==> src/design/p0pm_pkg.sv <==
// Constants for the port 0 high and port 1 pin function multiplexer
package p0pm_pkg;

	// Bus widths
	localparam int ADR_W = 32;
	localparam int DAT_W = 32;

	// Register byte addresses
	localparam logic [31:0] ADR_P0_FSEL  = 32'he002c004;
	localparam logic [31:0] ADR_P1_DTSEL = 32'he002c014;
	localparam logic [31:0] ADR_P0_DIR   = 32'he002c020;
	localparam logic [31:0] ADR_P1_DIR   = 32'he002c024;
	localparam logic [31:0] ADR_P0_PINS  = 32'he002c028;
	localparam logic [31:0] ADR_P1_PINS  = 32'he002c02c;

	// Reset values
	localparam logic [31:0] RST_P0_FSEL = 32'h15400000;
	localparam logic [1:0]  RST_P1_DT   = 2'h0;
	localparam logic [31:0] RST_DIR     = 32'h00000000;

	// Select field codes
	localparam logic [1:0] SEL_GPIO = 2'h0;
	localparam logic [1:0] SEL_FN1  = 2'h1;
	localparam logic [1:0] SEL_FN2  = 2'h2;
	localparam logic [1:0] SEL_FN3  = 2'h3;

	// Field positions in the port 0 select word
	localparam int P0_FIELD_BASE = 16;
	localparam int LSB_P21 = 10;
	localparam int LSB_P22 = 12;
	localparam int LSB_P23 = 14;
	localparam int LSB_P24 = 16;
	localparam int LSB_P25 = 18;
	localparam int LSB_P27 = 22;
	localparam int LSB_P28 = 24;
	localparam int LSB_P29 = 26;
	localparam int LSB_P30 = 28;

	// Port 1 select bits and pin groups
	localparam int BIT_DEBUG = 2;
	localparam int BIT_TRACE = 3;
	localparam int P0_LO     = 21;
	localparam int P1_LO     = 16;
	localparam int DBG_LO    = 26;
	localparam int DBG_W     = 6;
	localparam int TRC_W     = 10;

endpackage : p0pm_pkg

==> src/design/p0pm_top.sv <==
// Pin function multiplexer for port 0 pins 21-31 and port 1 pins 16-31
// Operation
// Pin 21: GPIO, PWM five, reserved, T1 capture3
// Pins 22 and 30 routed per select codes
// Pin 27: GPIO, analog 0, T0 cap1/match1
// Pin 28: GPIO, analog 1, T0 cap2/match2
// Pin 29: analog 2 etc; 29,30 reset 01
// Pin 23: GPIO or second CAN receive
// Pin 24: GPIO or second CAN transmit
// Pin 25: GPIO or first CAN receive
// Port1 bit 2 gives pins 31-26 debug
// Port1 bit 3 gives pins 25-16 trace
// Direction bit acts only in GPIO mode
// Peripheral functions set pin direction themselves
// Software never writes reserved codes or bits
// All GPIO pins are inputs after reset
// Pins 26 and 31 connect no function
// Select registers read back whole stored words
//
// Added by the designer: the Wishbone slave port.
module p0pm_top
	import p0pm_pkg::*;
(
	// Clock and reset
	input  wire logic             sys_clk_in,
	input  wire logic             rst_in,
	// Wishbone slave
	input  wire logic             wb_cyc_in,
	input  wire logic             wb_stb_in,
	input  wire logic             wb_we_in,
	input  wire logic [ADR_W-1:0] wb_adr_in,
	input  wire logic [3:0]       wb_sel_in,
	input  wire logic [DAT_W-1:0] wb_dat_in,
	output logic      [DAT_W-1:0] wb_dat_out,
	output logic                  wb_ack_out,
	// GPIO block side
	input  wire logic [31:21]     gpio0_data_in,
	output logic      [31:21]     gpio0_pins_out,
	input  wire logic [31:16]     gpio1_data_in,
	output logic      [31:16]     gpio1_pins_out,
	// Port 0 pads
	input  wire logic [31:21]     p0_pad_in,
	output logic      [31:21]     p0_pad_out,
	output logic      [31:21]     p0_pad_oe_out,
	// Port 1 pads
	input  wire logic [31:16]     p1_pad_in,
	output logic      [31:16]     p1_pad_out,
	output logic      [31:16]     p1_pad_oe_out,
	// Timer, PWM and interrupt side
	input  wire logic             pwm_output_five_in,
	input  wire logic [3:0]       t0_match_in,
	output logic      [3:0]       t0_capture_out,
	output logic                  t1_capture3_out,
	output logic                  external_interrupt_three_out,
	// CAN side
	input  wire logic             can_second_transmit_in,
	output logic                  can_second_receive_out,
	output logic                  can_first_receive_out,
	// Converter side
	output logic      [3:0]       analog_input_sel_out,
	// Debug and trace side
	input  wire logic [DBG_W-1:0] dbg_data_in,
	input  wire logic [DBG_W-1:0] dbg_oe_in,
	output logic      [DBG_W-1:0] dbg_pins_out,
	input  wire logic [TRC_W-1:0] trace_data_in
);

	// Byte-lane merge of a write into a stored word
	function automatic logic [31:0] p0pm_merge(
		input logic [31:0] old_w,
		input logic [31:0] new_w,
		input logic [3:0]  lanes
	);
		logic [31:0] res;
		res = old_w;
		for (int b = 0; b < 4; b++) begin
			if (lanes[b]) begin
				res[b*8 +: 8] = new_w[b*8 +: 8];
			end
		end
		return res;
	endfunction : p0pm_merge

	// Stored registers
	logic [31:0]      fsel_r;     // Port 0 high select word
	logic [1:0]       dtsel_r;    // Debug and trace selects
	logic [31:21]     dir0_r;     // Port 0 GPIO direction
	logic [31:16]     dir1_r;     // Port 1 GPIO direction
	logic             ack_r;      // Bus acknowledge
	logic [31:0]      rdat_r;     // Bus read data
	// Registered outputs and their next values
	logic [31:21]     p0_out_r, p0_out_nxt;
	logic [31:21]     p0_oe_r,  p0_oe_nxt;
	logic [31:16]     p1_out_r, p1_out_nxt;
	logic [31:16]     p1_oe_r,  p1_oe_nxt;
	logic [31:21]     p0_pin_r;   // Sampled port 0 pads
	logic [31:16]     p1_pin_r;   // Sampled port 1 pads
	logic [3:0]       t0cap_r, t0cap_nxt;
	logic             t1cap_r, t1cap_nxt;
	logic             eint_r,  eint_nxt;
	logic             can2rx_r, can2rx_nxt;
	logic             can1rx_r, can1rx_nxt;
	logic [3:0]       ain_r,   ain_nxt;
	logic [DBG_W-1:0] dbg_r,   dbg_nxt;

	// Bus decode
	wire        bus_req    = wb_cyc_in & wb_stb_in;
	wire        hit_fsel   = (wb_adr_in == ADR_P0_FSEL);
	wire        hit_dtsel  = (wb_adr_in == ADR_P1_DTSEL);
	wire        hit_dir0   = (wb_adr_in == ADR_P0_DIR);
	wire        hit_dir1   = (wb_adr_in == ADR_P1_DIR);
	wire        hit_pins0  = (wb_adr_in == ADR_P0_PINS);
	wire        hit_pins1  = (wb_adr_in == ADR_P1_PINS);
	wire        wr_commit  = bus_req & wb_we_in & ack_r;
	wire [31:0] wr_fsel    = p0pm_merge(fsel_r, wb_dat_in, wb_sel_in);
	wire [31:0] dt_word    = {28'h0000000, dtsel_r, 2'h0};
	wire [31:0] wr_dt      = p0pm_merge(dt_word, wb_dat_in, wb_sel_in);
	wire [31:0] dir0_word  = {dir0_r, 21'h000000};
	wire [31:0] wr_dir0    = p0pm_merge(dir0_word, wb_dat_in, wb_sel_in);
	wire [31:0] dir1_word  = {dir1_r, 16'h0000};
	wire [31:0] wr_dir1    = p0pm_merge(dir1_word, wb_dat_in, wb_sel_in);

	// Read mux; unmapped addresses read zero
	wire [31:0] rd_mux =
		hit_fsel  ? fsel_r :
		hit_dtsel ? dt_word :
		hit_dir0  ? dir0_word :
		hit_dir1  ? dir1_word :
		hit_pins0 ? {p0_pin_r, 21'h000000} :
		hit_pins1 ? {p1_pin_r, 16'h0000} :
		32'h00000000;

	// Select fields
	wire [1:0] sel21 = fsel_r[LSB_P21 +: 2];
	wire [1:0] sel22 = fsel_r[LSB_P22 +: 2];
	wire [1:0] sel23 = fsel_r[LSB_P23 +: 2];
	wire [1:0] sel24 = fsel_r[LSB_P24 +: 2];
	wire [1:0] sel25 = fsel_r[LSB_P25 +: 2];
	wire [1:0] sel27 = fsel_r[LSB_P27 +: 2];
	wire [1:0] sel28 = fsel_r[LSB_P28 +: 2];
	wire [1:0] sel29 = fsel_r[LSB_P29 +: 2];
	wire [1:0] sel30 = fsel_r[LSB_P30 +: 2];
	wire       dbg_en = dtsel_r[0];
	wire       trc_en = dtsel_r[1];

	// Bus acknowledge: one cycle, dropped the cycle after
	always_ff @(posedge sys_clk_in) begin
		if (rst_in) begin
			ack_r  <= 1'b0;
			rdat_r <= 32'h00000000;
		end else begin
			ack_r  <= bus_req & ~ack_r;
			rdat_r <= rd_mux;
		end
	end

	// Select registers, written at the acknowledged edge
	always_ff @(posedge sys_clk_in) begin
		if (rst_in) begin
			fsel_r  <= RST_P0_FSEL;
			dtsel_r <= RST_P1_DT;
		end else if (wr_commit && hit_fsel) begin
			fsel_r  <= wr_fsel;
		end else if (wr_commit && hit_dtsel) begin
			dtsel_r <= wr_dt[BIT_TRACE:BIT_DEBUG];
		end
	end

	// Direction registers, all inputs after reset
	always_ff @(posedge sys_clk_in) begin
		if (rst_in) begin
			dir0_r <= RST_DIR[31:21];
			dir1_r <= RST_DIR[31:16];
		end else if (wr_commit && hit_dir0) begin
			dir0_r <= wr_dir0[31:21];
		end else if (wr_commit && hit_dir1) begin
			dir1_r <= wr_dir1[31:16];
		end
	end

	// Port 0 pad drive
	always_comb begin
		p0_out_nxt = '0;
		p0_oe_nxt  = '0;
		// GPIO pins obey the direction bit only in GPIO mode
		for (int i = P0_LO; i < 32; i++) begin
			if (i != 26 && i != 31 &&
				fsel_r[(i-P0_FIELD_BASE)*2 +: 2] == SEL_GPIO) begin
				p0_out_nxt[i] = gpio0_data_in[i];
				p0_oe_nxt[i]  = dir0_r[i];
			end
		end
		// Pin 21 drives the PWM five output
		if (sel21 == SEL_FN1) begin
			p0_out_nxt[21] = pwm_output_five_in;
			p0_oe_nxt[21]  = 1'b1;
		end
		// Pin 22 drives timer 0 match 0
		if (sel22 == SEL_FN3) begin
			p0_out_nxt[22] = t0_match_in[0];
			p0_oe_nxt[22]  = 1'b1;
		end
		// Pin 24 drives the second CAN transmit line
		if (sel24 == SEL_FN1) begin
			p0_out_nxt[24] = can_second_transmit_in;
			p0_oe_nxt[24]  = 1'b1;
		end
		// Pins 27 to 29 drive timer 0 matches 1 to 3
		if (sel27 == SEL_FN3) begin
			p0_out_nxt[27] = t0_match_in[1];
			p0_oe_nxt[27]  = 1'b1;
		end
		if (sel28 == SEL_FN3) begin
			p0_out_nxt[28] = t0_match_in[2];
			p0_oe_nxt[28]  = 1'b1;
		end
		if (sel29 == SEL_FN3) begin
			p0_out_nxt[29] = t0_match_in[3];
			p0_oe_nxt[29]  = 1'b1;
		end
		// Pins 26 and 31 stay undriven in every code
		p0_oe_nxt[26] = 1'b0;
		p0_oe_nxt[31] = 1'b0;
	end

	// Peripheral inputs taken from port 0 pads
	always_comb begin
		// Timer 1 capture 3 from pin 21
		t1cap_nxt = (sel21 == SEL_FN3) & p0_pin_r[21];
		// Timer 0 capture 0 from pin 22 or pin 30
		t0cap_nxt[0] = ((sel22 == SEL_FN2) & p0_pin_r[22]) |
			((sel30 == SEL_FN3) & p0_pin_r[30]);
		t0cap_nxt[1] = (sel27 == SEL_FN2) & p0_pin_r[27];
		t0cap_nxt[2] = (sel28 == SEL_FN2) & p0_pin_r[28];
		t0cap_nxt[3] = (sel29 == SEL_FN2) & p0_pin_r[29];
		// External interrupt 3 from pin 30
		eint_nxt = (sel30 == SEL_FN2) & p0_pin_r[30];
		// CAN receive lines idle recessive when not routed
		can2rx_nxt = (sel23 == SEL_FN1) ? p0_pin_r[23] : 1'b1;
		can1rx_nxt = (sel25 == SEL_FN1) ? p0_pin_r[25] : 1'b1;
		// Analog channel hand-over flags
		ain_nxt[0] = (sel27 == SEL_FN1);
		ain_nxt[1] = (sel28 == SEL_FN1);
		ain_nxt[2] = (sel29 == SEL_FN1);
		ain_nxt[3] = (sel30 == SEL_FN1);
	end

	// Port 1 pad drive
	always_comb begin
		// GPIO default with software direction
		p1_out_nxt = gpio1_data_in;
		p1_oe_nxt  = dir1_r;
		// Debug group takes pins 31 to 26
		if (dbg_en) begin
			p1_out_nxt[31:DBG_LO] = dbg_data_in;
			p1_oe_nxt[31:DBG_LO]  = dbg_oe_in;
		end
		// Trace group takes pins 25 to 16, always driven
		if (trc_en) begin
			p1_out_nxt[DBG_LO-1:P1_LO] = trace_data_in;
			p1_oe_nxt[DBG_LO-1:P1_LO]  = '1;
		end
		// Debug unit sees its pads only while selected
		dbg_nxt = dbg_en ? p1_pin_r[31:DBG_LO] : '0;
	end

	// Output and pad sampling registers
	always_ff @(posedge sys_clk_in) begin
		if (rst_in) begin
			p0_out_r <= '0;
			p0_oe_r  <= '0;
			p1_out_r <= '0;
			p1_oe_r  <= '0;
			p0_pin_r <= '0;
			p1_pin_r <= '0;
		end else begin
			p0_out_r <= p0_out_nxt;
			p0_oe_r  <= p0_oe_nxt;
			p1_out_r <= p1_out_nxt;
			p1_oe_r  <= p1_oe_nxt;
			p0_pin_r <= p0_pad_in;
			p1_pin_r <= p1_pad_in;
		end
	end

	// Peripheral side registers
	always_ff @(posedge sys_clk_in) begin
		if (rst_in) begin
			t0cap_r  <= '0;
			t1cap_r  <= 1'b0;
			eint_r   <= 1'b0;
			can2rx_r <= 1'b1;
			can1rx_r <= 1'b1;
			ain_r    <= '0;
			dbg_r    <= '0;
		end else begin
			t0cap_r  <= t0cap_nxt;
			t1cap_r  <= t1cap_nxt;
			eint_r   <= eint_nxt;
			can2rx_r <= can2rx_nxt;
			can1rx_r <= can1rx_nxt;
			ain_r    <= ain_nxt;
			dbg_r    <= dbg_nxt;
		end
	end

	// Output wiring, all from flip-flops
	assign wb_ack_out                   = ack_r;
	assign wb_dat_out                   = rdat_r;
	assign p0_pad_out                   = p0_out_r;
	assign p0_pad_oe_out                = p0_oe_r;
	assign p1_pad_out                   = p1_out_r;
	assign p1_pad_oe_out                = p1_oe_r;
	assign gpio0_pins_out               = p0_pin_r;
	assign gpio1_pins_out               = p1_pin_r;
	assign t0_capture_out               = t0cap_r;
	assign t1_capture3_out              = t1cap_r;
	assign external_interrupt_three_out = eint_r;
	assign can_second_receive_out       = can2rx_r;
	assign can_first_receive_out        = can1rx_r;
	assign analog_input_sel_out         = ain_r;
	assign dbg_pins_out                 = dbg_r;

endmodule : p0pm_top

==> config.mk <==
export PLATFORM = sky130hd
export DESIGN_NAME = p0pm_top
export DESIGN_NICKNAME = d
export VERILOG_FILES = /design/src/design/p0pm_pkg.sv /design/src/design/p0pm_top.sv
export SDC_FILE = /design/constraint.sdc
export NUM_CORES = 1
export LEC_CHECK = 0
export ABC_AREA = 1
export BUFFER_PORTS_ARGS = -buffer_cell sky130_fd_sc_hd__buf_2
export CAP_MARGIN = 0
export CORE_MARGIN = 2
export CORE_UTILIZATION = 53
export DETAILED_ROUTE_END_ITERATION = 8
export PLACE_DENSITY = 0.95
export SYNTH_ARGS = -nofsm -noshare
export SYNTH_HDL_FRONTEND = slang
export SYNTH_SLANG_ARGS = --single-unit
==> constraint.sdc <==
create_clock -name sys_clk_in -period 2.25 [get_ports sys_clk_in]
set_input_delay 0.225 -clock sys_clk_in [delete_from_list [all_inputs] [get_ports sys_clk_in]]
set_output_delay 0.225 -clock sys_clk_in [all_outputs]
set_load 0.01 [all_outputs]
; ---- After elaboration in Yosys (flattened, before gate mapping)
; Index checks and enable logic that the tools add are counted.
[word_totals]
output_inout_bits = 132
reg_bits = 193
elab_cells = 140
in_bits = 155
[classes]
n_reduce_logical = 28
eq_ne = 25
bitwise_logic = 21
mux = 34
[ops]
columns = operator, count
row1 = $eq A32 B32 Y1 const B, 6
row2 = $mux W32, 6
row3 = $mux W1, 24
row4 = $eq A2 B2 Y1 const B, 11
row5 = $mux W10, 2
row6 = $logic_not A2 Y1, 9
row7 = $eq A2 B1 Y1 const B, 8
row8 = $mux W6, 2
row9 = $reduce_and A2 Y1, 6
row10 = $reduce_or A2 Y1, 6
row11 = $and A1 B1 Y1, 11
row12 = $not A1 Y1, 9
row13 = $reduce_and A3 Y1, 3
row14 = $logic_and A1 B1 Y1, 4
row15 = $or A1 B1 Y1, 1

; ---- Logic depth before layout (Yosys ltp)
; Gate-level depths: netlist (run 1).
[depth]
depth_word = 7
depth_mapped = 12
ltp_nobuf = 11

; ---- Worst setup path after synthesis (run 1)
; No wires, ideal clock.
[synth_timing]
path_kind = in2reg
start = in wb_adr_in[11]
end = reg rdat_r[21], in the netlist wb_dat_out[21]
t_arrival_ps = 1269
cell_stages = 11
setup_time_ps = 119
path_buffers = 1
t_required_ps = 2131
path_slack_ps = 863
path_cell_list = nor2_1 -> nand2_1 -> nor2_4 -> nand2_1 -> nor2_4 -> nand2_2 -> nand2_1 -> buf_2 -> nor2_1 -> o21ai_0 -> nand2_1
[synth_via]
elab_chain_len = 7
word_cells_on_any_way = 12
classes_between = eq/ne (6) / mux (6)
[synth_rtl]
columns = element, line_no
row1 = from (decl), p0pm_top.sv:31  ; input wire logic [ADR_W-1:0] wb_adr_in,
row2 = $eq A32 B32 Y1, p0pm_top.sv:113  ; wire hit_pins1 = (wb_adr_in == ADR_P1_PINS);
row3 = $mux W32, p0pm_top.sv:130  ; hit_pins1 ? {p1_pin_r, 16'h0000} :
row4 = $mux W32, p0pm_top.sv:129  ; hit_pins0 ? {p0_pin_r, 21'h000000} :
row5 = $mux W32, p0pm_top.sv:128  ; hit_dir1 ? dir1_word :
row6 = $mux W32, p0pm_top.sv:127  ; hit_dir0 ? dir0_word :
row7 = $mux W32, p0pm_top.sv:126  ; hit_dtsel ? dt_word :
row8 = $mux W32 *, p0pm_top.sv:125  ; hit_fsel ? fsel_r :
row9 = to (signal assigned), p0pm_top.sv:153  ; rdat_r <= rd_mux;
row10 = to (decl), p0pm_top.sv:90  ; logic [31:0] rdat_r;
; Mark *: on every way between the ends. The rest lies on a longest branch, timed or not.
; A chain may end at the register's enable or synchronous reset.

; ---- Worst setup path in the final report (run 1)
[layout_timing]
start = reg ack_r, in the netlist wb_ack_out
end = reg fsel_r[11]
[layout_via]
elab_chain_len = 3
[layout_rtl]
columns = element, line_no
row1 = from (decl), p0pm_top.sv:89  ; logic ack_r;
row2 = from (signal assigned), p0pm_top.sv:152  ; ack_r <= bus_req & ~ack_r;
row3 = $and A1 B1 Y1, p0pm_top.sv:114  ; wire wr_commit = bus_req & wb_we_in & ack_r;
row4 = $logic_and A1 B1 Y1, p0pm_top.sv:162  ; end else if (wr_commit && hit_fsel) begin
row5 = $reduce_and A2 Y1 (no source line), n/a
row6 = to (signal assigned), p0pm_top.sv:163  ; fsel_r <= wr_fsel;
row7 = to (decl), p0pm_top.sv:85  ; logic [31:0] fsel_r;
; Every way passes these cells.

==> results.py, run 1 <==
metrics = {
    "synth": {
        "synth_top_area_share_pct": 50.9,
        "yosysTopAreaCell": "dfxtp_1",
        "synthesis.area_sq_um": 7440,
        "synth_cell_type_count": 28,
        "synthTopCellsByArea": "dfxtp_1 (51%), nor2_1 (11%), nand2_1 (8.7%)",
        "syn_area_per_cell_sq_um": 7.18,
        "yosysWarnings": 0,
        "seq_area_frac_synth_pct": 50.9,
        "ys_seq_elements": 189,
        "syn_inst": 1035,
    },
    "die": {
        "die_w_um": 122,
        "rows": 43,
        "dieArea_sq_um": 15000,
        "die_height_um": 122,
        "initial_core_util_pct": 54.0,
        "fp.coreArea_sq_um": 13800,
        "io_pins": 287,
    },
    "timing": {
        "finClkSkew_ns": 0.00650,
        "relSlewSlack_pct": 59.3,
        "fin_crit_ns": 1.92,
        "fin_tns_setup_ns": 0,
        "rsz0062_at_grt": "false",
        "setup_viol": 0,
        "hold_viol_final": 0,
        "fin_crit_sh_pct": 85.5,
        "slew_viol_final": 0,
        "fmax_mhz": 520,
        "tightestPinTransition_ns": 0.608,
        "worst_slack_ns": 0.327,
    },
    "drt": {
        "drtPass1Iterations": 5,
        "via_count": 7855,
        "drt-total-wl_mm": 23.5,
        "postRouteAntennaNets": 0,
        "wl_per_cell_um": 15.4,
        "drc": 0,
        "drtIter0Drc": 944,
        "viasPerCell": 5.15,
    },
    "clock_tree": {
        "htree_num_levels": 4,
        "insertion_delay_ns": 0.43,
        "cts_buffers": 17,
        "clk_pin_slew_ns": 0.07,
        "post_cts_buffers": 0,
        "cts.sinks": 189,
        "clock-root-buffer": "clkbuf_16",
        "clock_path_buffers": 2,
        "cts_tree": "yes",
    },
    "finish": {
        "fin_cells": 1526,
        "nets": 1486,
        "design_area_sq_um": 9760,
        "num-fill-cells": 1071,
        "areaGrowthSynthToFinish_pct": 31.3,
        "register_area_sq_um": 3780,
        "layout-drive-gt1-share_pct": 26.1,
        "multi_input_area_sq_um": 2860,
        "fin_util_pct": 70.9,
    },
    "global_route": {
        "grt.total_usage_pct": 31.3,
        "antenna_found_initial": 2,
        "grt-ovfl-total": 0,
        "grt_pass1_vias": 7523,
        "grt_max_degree": 50,
        "grt_pass1_wl_mm": 36.3,
    },
    "placed_design": {
        "placement.cell_area_sq_um": 8990,
        "portBuffers": 280,
        "gp_congestion": 0.922,
        "pre_cts_slack_ns": 0.323,
        "post-place-cells": 1467,
        "hpwl_mm": 16.7,
    },
    "setup_path": {
        "path_max_fanout": 16,
        "start_kind": "flip-flop",
        "critPathRequiredTime_ns": 2.60,
        "crit_type": "flip-flop to flip-flop",
        "crit_arrival_ns": 2.27,
        "endpoint_kind": "flip-flop",
    },
    "power": {
        "switchingPower_mw": 1.54,
        "p_int_mw": 5.04,
        "sw_frac_of_total_pct": 23.4,
        "combPwrFrac_pct": 7.1,
        "p_seq_share_pct": 52.0,
        "pwr-share-clk_pct": 40.9,
        "power_density_nw_per_um2": 674,
        "p_leak_nw": 5.04,
        "vdd_ir_drop_max_uv": 472,
    },
    "status": {
        "outcome": "finished, final reports clean",
    },
    "hold_path": {
        "hold_path_class": "input pin to flip-flop",
    },
    "job": {
        "maxCapViolations": 0,
    },
}
-- path summary, 6_finish.rpt --
path	from	end	slack, ns	cells past startpoint
max	wb_ack_out$_SDFF_PP0_	fsel_r[11]$_SDFFE_PP0P_	0.33	6
min	gpio0_data_in[21]	p0_pad_out[21]$_SDFF_PP0_	0.01	3
max reg2reg	wb_ack_out$_SDFF_PP0_	fsel_r[11]$_SDFFE_PP0P_	0.33	6
min reg2reg	fsel_r[8]$_SDFFE_PP0P_	wb_dat_out[8]$_SDFF_PP0_	0.43	2
-- registers in the layout (all words and copies together), names as in the netlist --
signal and count:
fsel_r 32, wb_dat_out 32, dir1_r 16, gpio1_pins_out 16
p1_pad_oe_out 16, p1_pad_out 16, dir0_r 11, gpio0_pins_out 11
p0_pad_oe_out 9, p0_pad_out 9, dbg_pins_out 6, analog_input_sel_out 4
t0_capture_out 4, dtsel_r 2, can_first_receive_out 1, can_second_receive_out 1
external_interrupt_three_out 1, t1_capture3_out 1, wb_ack_out 1
-- through the flow --
| stage | power [mW] | hold WS, ns |
|---|---|---|
| finish | 6.58 | 0.0149 |
| global route | 6.79 | 0.0291 |
| CTS | 6.58 | 0.00642 |
| detailed placement | 3.91 | 0.424 |
| global placement | 3.90 | 0.418 |
| floorplan | 3.68 | 0.332 |
-- layout make-up --
cell class,count,share of cell area [%]
well taps,180,2.31
clock inverters,10,0.705
inverters,153,5.88
flip-flops and latches,189,38.8
diodes,3,0.0769
clock buffers,21,4.61
multi-input cells,648,29.3
repair buffers,322,18.4
-- cell families after synthesis --
kind of cell | after synthesis | synth area share (%)
and+or+nand+nor | 540 | 31.0
DFF | 189 | 50.9
other | 1 | 0.0504
buffers and inverters | 201 | 10.8
AOI/OAI and AO/OA | 104 | 7.24
-- placed cells by master, fill, tap and decap left out, drive strengths merged --
master	netlist	final
nand3	85	85
nand3b	1	1
clkinvlp	0	3
o21ai	63	63
buf	24	297
o21a	2	2
inv	152	153
clkinv	1	7
nor3	11	11
dlygate4sd3	0	25
conb	1	4
nor2b	1	1
o31ai	1	1
nand4	23	23
dfxtp	189	189
o211ai	4	4
clkbuf	24	21
nand2	177	177
a21oi	34	34
nor2	242	242
diode	0	3
-- Yosys cell counts (all sizes together) --
cell type / instances
a21oi: 34
o21a: 2
nor2b: 1
o211ai: 4
o31ai: 1
nand3b: 1
nand3: 85
conb: 1
nand2: 177
nor2: 242
nor3: 11
inv: 152
nand4: 23
clkbuf: 24
dfxtp: 189
buf: 24
o21ai: 63
clkinv: 1
-- repair_timing --
action | 4_1_cts | 5_1_grt
hold buffers | 25 | 0
endpoints found under the hold margin | 25 | 0
resized for setup | 0 | 0
-- metal layers --
metal / vias to the layer above / track usage (%) / wire, um
met5: - / 0 / 0
met4: 0 / 14.9 / 902
met3: 76 / 6.69 / 2030
met2: 438 / 53.9 / 11700
met1: 3570 / 37.2 / 8950
li1: 3771 / - / -
-- power by group through the flow --
| stage | combinational, mW | clock [mW] | sequential (mW) |
|---|---|---|---|
| final | 0.466 | 2.69 | 3.42 |
| after global routing | 0.515 | 2.85 | 3.42 |
| after CTS | 0.454 | 2.70 | 3.42 |
| after detailed placement | 0.418 | 0 | 3.50 |
| after global placement | 0.406 | 0 | 3.49 |
| after floorplan | 0.162 | 0 | 3.52 |
-- critical path, cell delays in order, from the launching register on --
cell and delay, ns:
dfxtp_1 0.32, nand4_1 0.15, clkinv_1 0.48, buf_4 0.37, nand3_1 0.26, nand2_1 0.10
a21oi_1 0.17
Note: power is estimated with default switching activity, not from simulation.
==> inputs of run 2 (changes only) <==
--- a/config.mk
+++ b/config.mk
@@ -8,10 +8,12 @@
 export ABC_AREA = 1
 export BUFFER_PORTS_ARGS = -buffer_cell sky130_fd_sc_hd__buf_2
 export CAP_MARGIN = 0
+export CELL_PAD_IN_SITES_DETAIL_PLACEMENT = 0
+export CELL_PAD_IN_SITES_GLOBAL_PLACEMENT = 1
 export CORE_MARGIN = 2
-export CORE_UTILIZATION = 53
+export CORE_UTILIZATION = 36
 export DETAILED_ROUTE_END_ITERATION = 8
-export PLACE_DENSITY = 0.95
+export PLACE_DENSITY = 0.93
 export SYNTH_ARGS = -nofsm -noshare
 export SYNTH_HDL_FRONTEND = slang
 export SYNTH_SLANG_ARGS = --single-unit
==> run 2 against run 1 <==
  * Worst hold slack lost 0.0069 ns
  * Clock skew grew 0.0029 ns
  * Utilization shrank 22 points
  * Via count shrank 5.9%
  * Sequential cell count is the same
  * Critical path type unchanged
  * Critical endpoint unchanged
  * Largest cell class unchanged
==> results.py, run 2 (synthesis results as in run 1) <==
metrics = {
    "clock_tree": {
        "insertion_delay_ns": 0.43,
        "cts_buffers": 17,
        "post_cts_buffers": 0,
        "clock-root-buffer": "clkbuf_16",
        "clk_pin_slew_ns": 0.07,
        "cts_tree": "yes",
        "htree_num_levels": 4,
        "cts.sinks": 189,
        "clock_path_buffers": 2,
    },
    "die": {
        "fp.coreArea_sq_um": 20200,
        "initial_core_util_pct": 36.7,
        "rows": 52,
        "dieArea_sq_um": 21800,
        "io_pins": 287,
        "die_w_um": 148,
        "die_height_um": 148,
    },
    "global_route": {
        "grt_max_degree": 48,
        "grt-ovfl-total": 0,
        "grt_pass1_wl_mm": 36.7,
        "antenna_found_initial": 4,
        "grt_pass1_vias": 6975,
        "grt.total_usage_pct": 21.7,
    },
    "placed_design": {
        "hpwl_mm": 17.6,
        "pre_cts_slack_ns": 0.359,
        "post-place-cells": 1561,
        "gp_congestion": 0.851,
        "portBuffers": 280,
    },
    "power": {
        "pwr-share-clk_pct": 43.4,
        "p_leak_nw": 5.07,
        "sw_frac_of_total_pct": 24.1,
        "vdd_ir_drop_max_uv": 495,
        "switchingPower_mw": 1.65,
        "combPwrFrac_pct": 6.6,
        "p_int_mw": 5.19,
        "power_density_nw_per_um2": 689,
        "p_seq_share_pct": 50.0,
    },
    "finish": {
        "fin_cells": 1622,
        "areaGrowthSynthToFinish_pct": 33.4,
        "nets": 1486,
        "layout-drive-gt1-share_pct": 26.5,
        "final_cell_mix": "buf_2 (280), nor2_1 (225), dfxtp_1 (189)",
        "num-fill-cells": 2022,
        "fin_util_pct": 49.0,
        "register_area_sq_um": 3780,
        "multi_input_area_sq_um": 2860,
        "layout_commonest_cell": "buf_2",
    },
    "status": {
        "outcome": "finished, final reports clean",
    },
    "drt": {
        "drc": 0,
        "wl_per_cell_um": 14.5,
        "viasPerCell": 4.56,
        "drt-total-wl_mm": 23.5,
        "postRouteAntennaNets": 0,
        "drtIter0Drc": 417,
        "drtPass1Iterations": 5,
        "via_count": 7394,
    },
    "setup_path": {
        "reg2reg_from": "wb_ack_out$_SDFF_PP0_",
        "crit_type": "flip-flop to flip-flop",
        "crit_chain": "nand4_1 -> clkinv_1 -> buf_4 -> nand3_1 -> nand2_1 -> a21oi_1",
        "crit_arrival_ns": 2.14,
        "start_kind": "flip-flop",
        "critPathRequiredTime_ns": 2.60,
        "r2r_slack_ns": 0.46,
        "cp-startpoint": "wb_ack_out$_SDFF_PP0_",
        "path_max_fanout": 11,
        "crit_path_top_delay_cell": "clkinv_1",
        "endpoint_kind": "flip-flop",
        "critPathMaxStageDelay_ns": 0.38,
    },
    "timing": {
        "tightestPinTransition_ns": 0.630,
        "slew_viol_final": 0,
        "relSlewSlack_pct": 57.9,
        "finClkSkew_ns": 0.00938,
        "hold_viol_final": 0,
        "fin_crit_ns": 1.79,
        "rsz0062_at_grt": "false",
        "worst_slack_ns": 0.459,
        "fin_crit_sh_pct": 79.6,
        "setup_viol": 0,
        "fin_tns_setup_ns": 0,
        "fmax_mhz": 558,
    },
    "job": {
        "maxCapViolations": 0,
    },
    "hold_path": {
        "hold_path_class": "input pin to flip-flop",
        "holdCritStartpoint": "gpio0_data_in[25]",
    },
}
-- run 2: changes by cell type in the layout (fill, tap and decap cells not counted), sizes merged --
cell         previous run  this run
clkinvlp                3         2
inv                   153       158
buf                   297       301
diode                   3         8
bufinv                  0         1
clkbuf                 21        20
dlygate4sd3            25        21
clkinv                  7         4
-- run 2: path summary, 6_finish.rpt --
path	endpoint	cells past startpoint
worst max-delay path	fsel_r[11]$_SDFFE_PP0P_	6
worst min-delay path	p0_pad_out[25]$_SDFF_PP0_	3
worst max register to register	fsel_r[11]$_SDFFE_PP0P_	6
worst min register to register	wb_dat_out[9]$_SDFF_PP0_	2
-- run 2: power by group through the flow --
stage / Combinational [mW] / Clock [mW] / Sequential, mW
floorplan: 0.162 / 0 / 3.52
global placement: 0.416 / 0 / 3.50
detailed placement: 0.422 / 0 / 3.50
CTS: 0.451 / 3.02 / 3.42
global route: 0.504 / 3.17 / 3.42
finish: 0.450 / 2.97 / 3.42
-- run 2: area by class of cell --
cell class              count  area share, %
clock buffers              20           4.50
repair buffers            322           17.8
inverters                 153           5.79
diodes                      8          0.202
multi-input cells         648           28.8
clock inverters            12           1.29
flip-flops and latches    189           38.1
well taps                 270           3.41
-- run 2: per-layer routing --
layer	vias up	routed length (um)	global-route usage (%)
met4	0	443	7.40
met1	3319	10100	27.5
met3	22	1650	4.81
met5	-	0	0
met2	268	11300	36.5
li1	3785	-	-
-- run 2: critical path, delay by kind of cell (launching register included) --
kind,cells,cell delay [ns]
AO/OA/AOI/OAI,1,0.15
buffers and inverters,2,0.71
flip-flops,1,0.32
AND/OR/NAND/NOR,3,0.52
-- run 2: through the flow --
stage / hold slack, ns / total power, mW / cell area [sq um]
after floorplan: 0.332 / 3.68 / 7450
after global placement: 0.421 / 3.91 / 9120
after detailed placement: 0.425 / 3.92 / 9120
after CTS: 0.00167 / 6.89 / 9900
after global routing: 0.00634 / 7.10 / 9910
final: 0.00799 / 6.84 / 9920
-- run 2: repair_timing --
item	CTS	global route
hold buffers	21	0
gates resized for setup	0	0
hold endpoints to repair	21	0
==> inputs of run 3 (changes only) <==
--- a/config.mk
+++ b/config.mk
@@ -5,15 +5,15 @@
 export SDC_FILE = /design/constraint.sdc
 export NUM_CORES = 1
 export LEC_CHECK = 0
-export ABC_AREA = 1
+export ABC_AREA = 0
 export BUFFER_PORTS_ARGS = -buffer_cell sky130_fd_sc_hd__buf_2
 export CAP_MARGIN = 0
 export CELL_PAD_IN_SITES_DETAIL_PLACEMENT = 0
 export CELL_PAD_IN_SITES_GLOBAL_PLACEMENT = 1
 export CORE_MARGIN = 2
-export CORE_UTILIZATION = 36
+export CORE_UTILIZATION = 35
 export DETAILED_ROUTE_END_ITERATION = 8
-export PLACE_DENSITY = 0.93
+export PLACE_DENSITY = 0.89
 export SYNTH_ARGS = -nofsm -noshare
 export SYNTH_HDL_FRONTEND = slang
 export SYNTH_SLANG_ARGS = --single-unit
==> constraint.sdc (replaced) <==
create_clock -name sys_clk_in -period 1.8 [get_ports sys_clk_in]
set_input_delay 0.18 -clock sys_clk_in [delete_from_list [all_inputs] [get_ports sys_clk_in]]
set_output_delay 0.18 -clock sys_clk_in [all_outputs]
set_load 0.01 [all_outputs]
==> run 3 against run 2 <==
  * The flow now finishes with violations (negative setup slack)
  * Worst hold slack improved by 0.0036 ns
  * Sequential cell count did not move
  * Count of clock-buffer cells in the layout is 2 lower
  * Utilization grew 6.0 points
  * Critical path depth increased by 3
  * Clock skew is 0.0032 ns higher
  * Largest power group unchanged
==> results.py, run 3 <==
metrics = {
    "global_route": {
        "gr-usage-met1_pct": 23.8,
        "use_met3_pct": 5.75,
        "busiest_layer": "met2",
        "grt_pass1_wl_mm": 31.8,
        "antenna_found_initial": 1,
        "grt-ovfl-total": 0,
        "grt_max_degree": 55,
        "grt.total_usage_pct": 20.6,
        "grt_pass1_vias": 6090,
        "grtUsageMet2_pct": 36.7,
    },
    "power": {
        "p_int_mw": 6.98,
        "sw_frac_of_total_pct": 22.2,
        "p_leak_nw": 4.89,
        "p_total_mw": 8.97,
        "pwr-share-clk_pct": 44.8,
        "switchingPower_mw": 1.99,
        "combPwrFrac_pct": 7.5,
        "power_density_nw_per_um2": 872,
        "vdd_ir_drop_max_uv": 674,
        "p_seq_share_pct": 47.6,
    },
    "synth": {
        "ys_seq_elements": 189,
        "synthTopCellsByArea": "dfxtp_1 (57%), mux2i_1 (15%), nor2_1 (6.7%)",
        "netlist_top_cells_count": "dfxtp_1 (189), nor2_1 (120), mux2i_1 (103)",
        "syn_area_per_cell_sq_um": 10.2,
        "syn_inst": 653,
        "yosysTopAreaCell": "dfxtp_1",
        "synthesis.area_sq_um": 6680,
        "yosysWarnings": 0,
        "synth_top_area_share_pct": 56.7,
        "synthFlopType": "dfxtp_1",
        "synth_most_common_cell": "dfxtp_1",
        "async_flop_share_pct": 0,
        "synth_edf_count": 0,
        "seq_area_frac_synth_pct": 56.7,
        "synth_cell_type_count": 34,
    },
    "setup_path": {
        "path_max_fanout": 7,
        "ff2ff_path_depth": 6,
        "endpoint_kind": "flip-flop",
        "critPathRequiredTime_ns": 2.16,
        "reg2reg_from": "wb_ack_out$_SDFF_PP0_",
        "r2r-end": "dir1_r[28]$_SDFFE_PP0P_",
        "r2r_slack_ns": 0.07,
        "crit_type": "input pin to flip-flop",
        "start_kind": "input pin",
        "crit_arrival_ns": 2.33,
    },
    "die": {
        "die_height_um": 142,
        "dieArea_sq_um": 20200,
        "fp.coreArea_sq_um": 18700,
        "initial_core_util_pct": 35.7,
        "die_w_um": 142,
        "rows": 50,
        "io_pins": 287,
    },
    "finish": {
        "layout_commonest_cell": "buf_2",
        "num-fill-cells": 1648,
        "final_cell_mix": "buf_2 (277), dfxtp_1 (189), nor2_1 (120)",
        "fin_cells": 1299,
        "nets": 1207,
        "layout-drive-gt1-share_pct": 36.2,
        "areaGrowthSynthToFinish_pct": 54.1,
        "diodes": 0,
    },
    "placed_design": {
        "post-place-cells": 1177,
        "gp_congestion": 0.783,
        "portBuffers": 280,
        "hpwl_mm": 14.5,
    },
    "clock_tree": {
        "cts_buffers": 17,
        "clock-root-buffer": "clkbuf_16",
        "htree_num_levels": 4,
        "clk_pin_slew_ns": 0.07,
        "cts.sinks": 189,
        "cts_tree": "yes",
        "clock_path_buffers": 2,
        "insertion_delay_ns": 0.43,
    },
    "status": {
        "violations": "negative setup slack",
        "outcome": "complete, but fails checks",
    },
    "timing": {
        "rsz0062_at_grt": "true",
        "fin_tns_setup_ns": -8.51,
        "worst_hold_slack_ns": 0.0116,
        "slew_viol_final": 0,
        "hold_viol_final": 0,
        "setup_viol": 80,
        "fmax_mhz": 508,
        "worst_slack_ns": -0.168,
        "fin_crit_ns": 1.97,
        "fin_crit_sh_pct": 109,
        "finClkSkew_ns": 0.0126,
    },
    "drt": {
        "drtIter0Drc": 261,
        "drc": 0,
        "wl_per_cell_um": 16.2,
        "drt-total-wl_mm": 21.0,
        "viasPerCell": 4.68,
        "via_count": 6073,
        "drtPass1Iterations": 4,
        "postRouteAntennaNets": 0,
    },
    "hold_path": {
        "whs_endpoint": "dtsel_r[0]$_SDFFE_PP0P_",
        "hold_path_class": "input pin to flip-flop",
        "whs_path_depth": 3,
        "holdCritStartpoint": "wb_dat_in[2]",
    },
    "job": {
        "maxCapViolations": 0,
    },
}
-- run 3: cell types whose count changed after synthesis, moves of 13 or more --
cell     change
mux2i_1    +103
a21oi_1     -14
nor2b_1     +28
nor2_1     -105
buf_2       -13
nand2_1    -125
nand4_1     -17
and2_1      +26
inv_1      -151
o21ai_0     -54
nand3_1     -76
-- run 3: repair_timing --
| action | 4_1_cts | 5_1_grt |
|---|---|---|
| setup endpoints to repair | 77 | 80 |
| buffers inserted | 2 | 2 |
| gates cloned | 1 | 1 |
| hold endpoints to repair | 76 | 0 |
| pin swaps | 2 | 5 |
| gates resized for setup | 14 | 12 |
| hold buffers | 85 | 0 |
-- run 3: power by group through the flow --
| stage | logic, mW | clock network, mW | registers, mW |
|---|---|---|---|
| 3_3_place_gp | 0.513 | 0 | 4.37 |
| 3_5_place_dp | 0.518 | 0 | 4.37 |
| 5_1_grt | 0.730 | 4.29 | 4.28 |
| 2_1_floorplan | 0.174 | 0 | 4.40 |
| 6_report | 0.674 | 4.02 | 4.27 |
| 4_1_cts | 0.665 | 4.12 | 4.27 |
-- run 3: cell type report --
class / instances / area [sq um] / area share, %
Timing Repair Buffer: 416 / 2780 / 27.0
Clock inverter: 14 / 205 / 1.99
Multi-Input combinational cell: 428 / 2800 / 27.2
Clock buffer: 18 / 429 / 4.17
Sequential cell: 189 / 3780 / 36.8
Tap cell: 234 / 293 / 2.85
-- run 3: cell families (layout without fill, tap and decap cells) --
group	count (synthesis)	count (layout)	share of synthesized area (%)
AOI/OAI and AO/OA	36	36	3.11
buffers and inverters	39	448	2.66
DFF	189	189	56.7
muxes	103	103	15.4
other	1	4	0.0562
and+or+nand+nor	285	285	22.1
-- run 3: worst max-delay path by stage --
| stage | from | endpoint | slack [ns] |
|---|---|---|---|
| 3_5_place_dp | wb_adr_in[25] | wb_dat_out[13]$_SDFF_PP0_ | -0.65 |
| 2_1_floorplan | wb_adr_in[25] | fsel_r[4]$_SDFFE_PP0P_ | -0.52 |
| 6_report | wb_adr_in[25] | wb_dat_out[26]$_SDFF_PP0_ | -0.17 |
| 4_1_cts | wb_adr_in[25] | fsel_r[27]$_SDFFE_PP0P_ | -0.12 |
| 3_3_place_gp | wb_adr_in[25] | wb_dat_out[17]$_SDFF_PP0_ | -0.61 |
| 5_1_grt | wb_adr_in[25] | wb_dat_out[20]$_SDFF_PP0_ | -0.22 |
-- run 3: critical path: stages --
cell and delay [ns]:
buf_6 0.09, or4b_4 0.52, or4_4 0.62, buf_12 0.17, nor4b_4 0.30, buf_6 0.18, buf_8 0.15, nand2_2 0.05
nand2_1 0.07
-- run 3: per-layer routing --
layer / up-vias / wire length, um
li1: 2997 / -
met1: 2803 / 8610
met2: 241 / 10600
met3: 30 / 1410
met4: 2 / 371
met5: - / 16
-- run 3: per-stage QoR --
step	utilization [%]	setup slack [ns]	instance area (sq um)
after global placement	46.3	-0.614	8660
after CTS	54.5	-0.122	10200
after detailed placement	46.3	-0.651	8660
after floorplan	-	-0.522	6710
after global routing	55.0	-0.222	10300
final	55.0	-0.168	10300
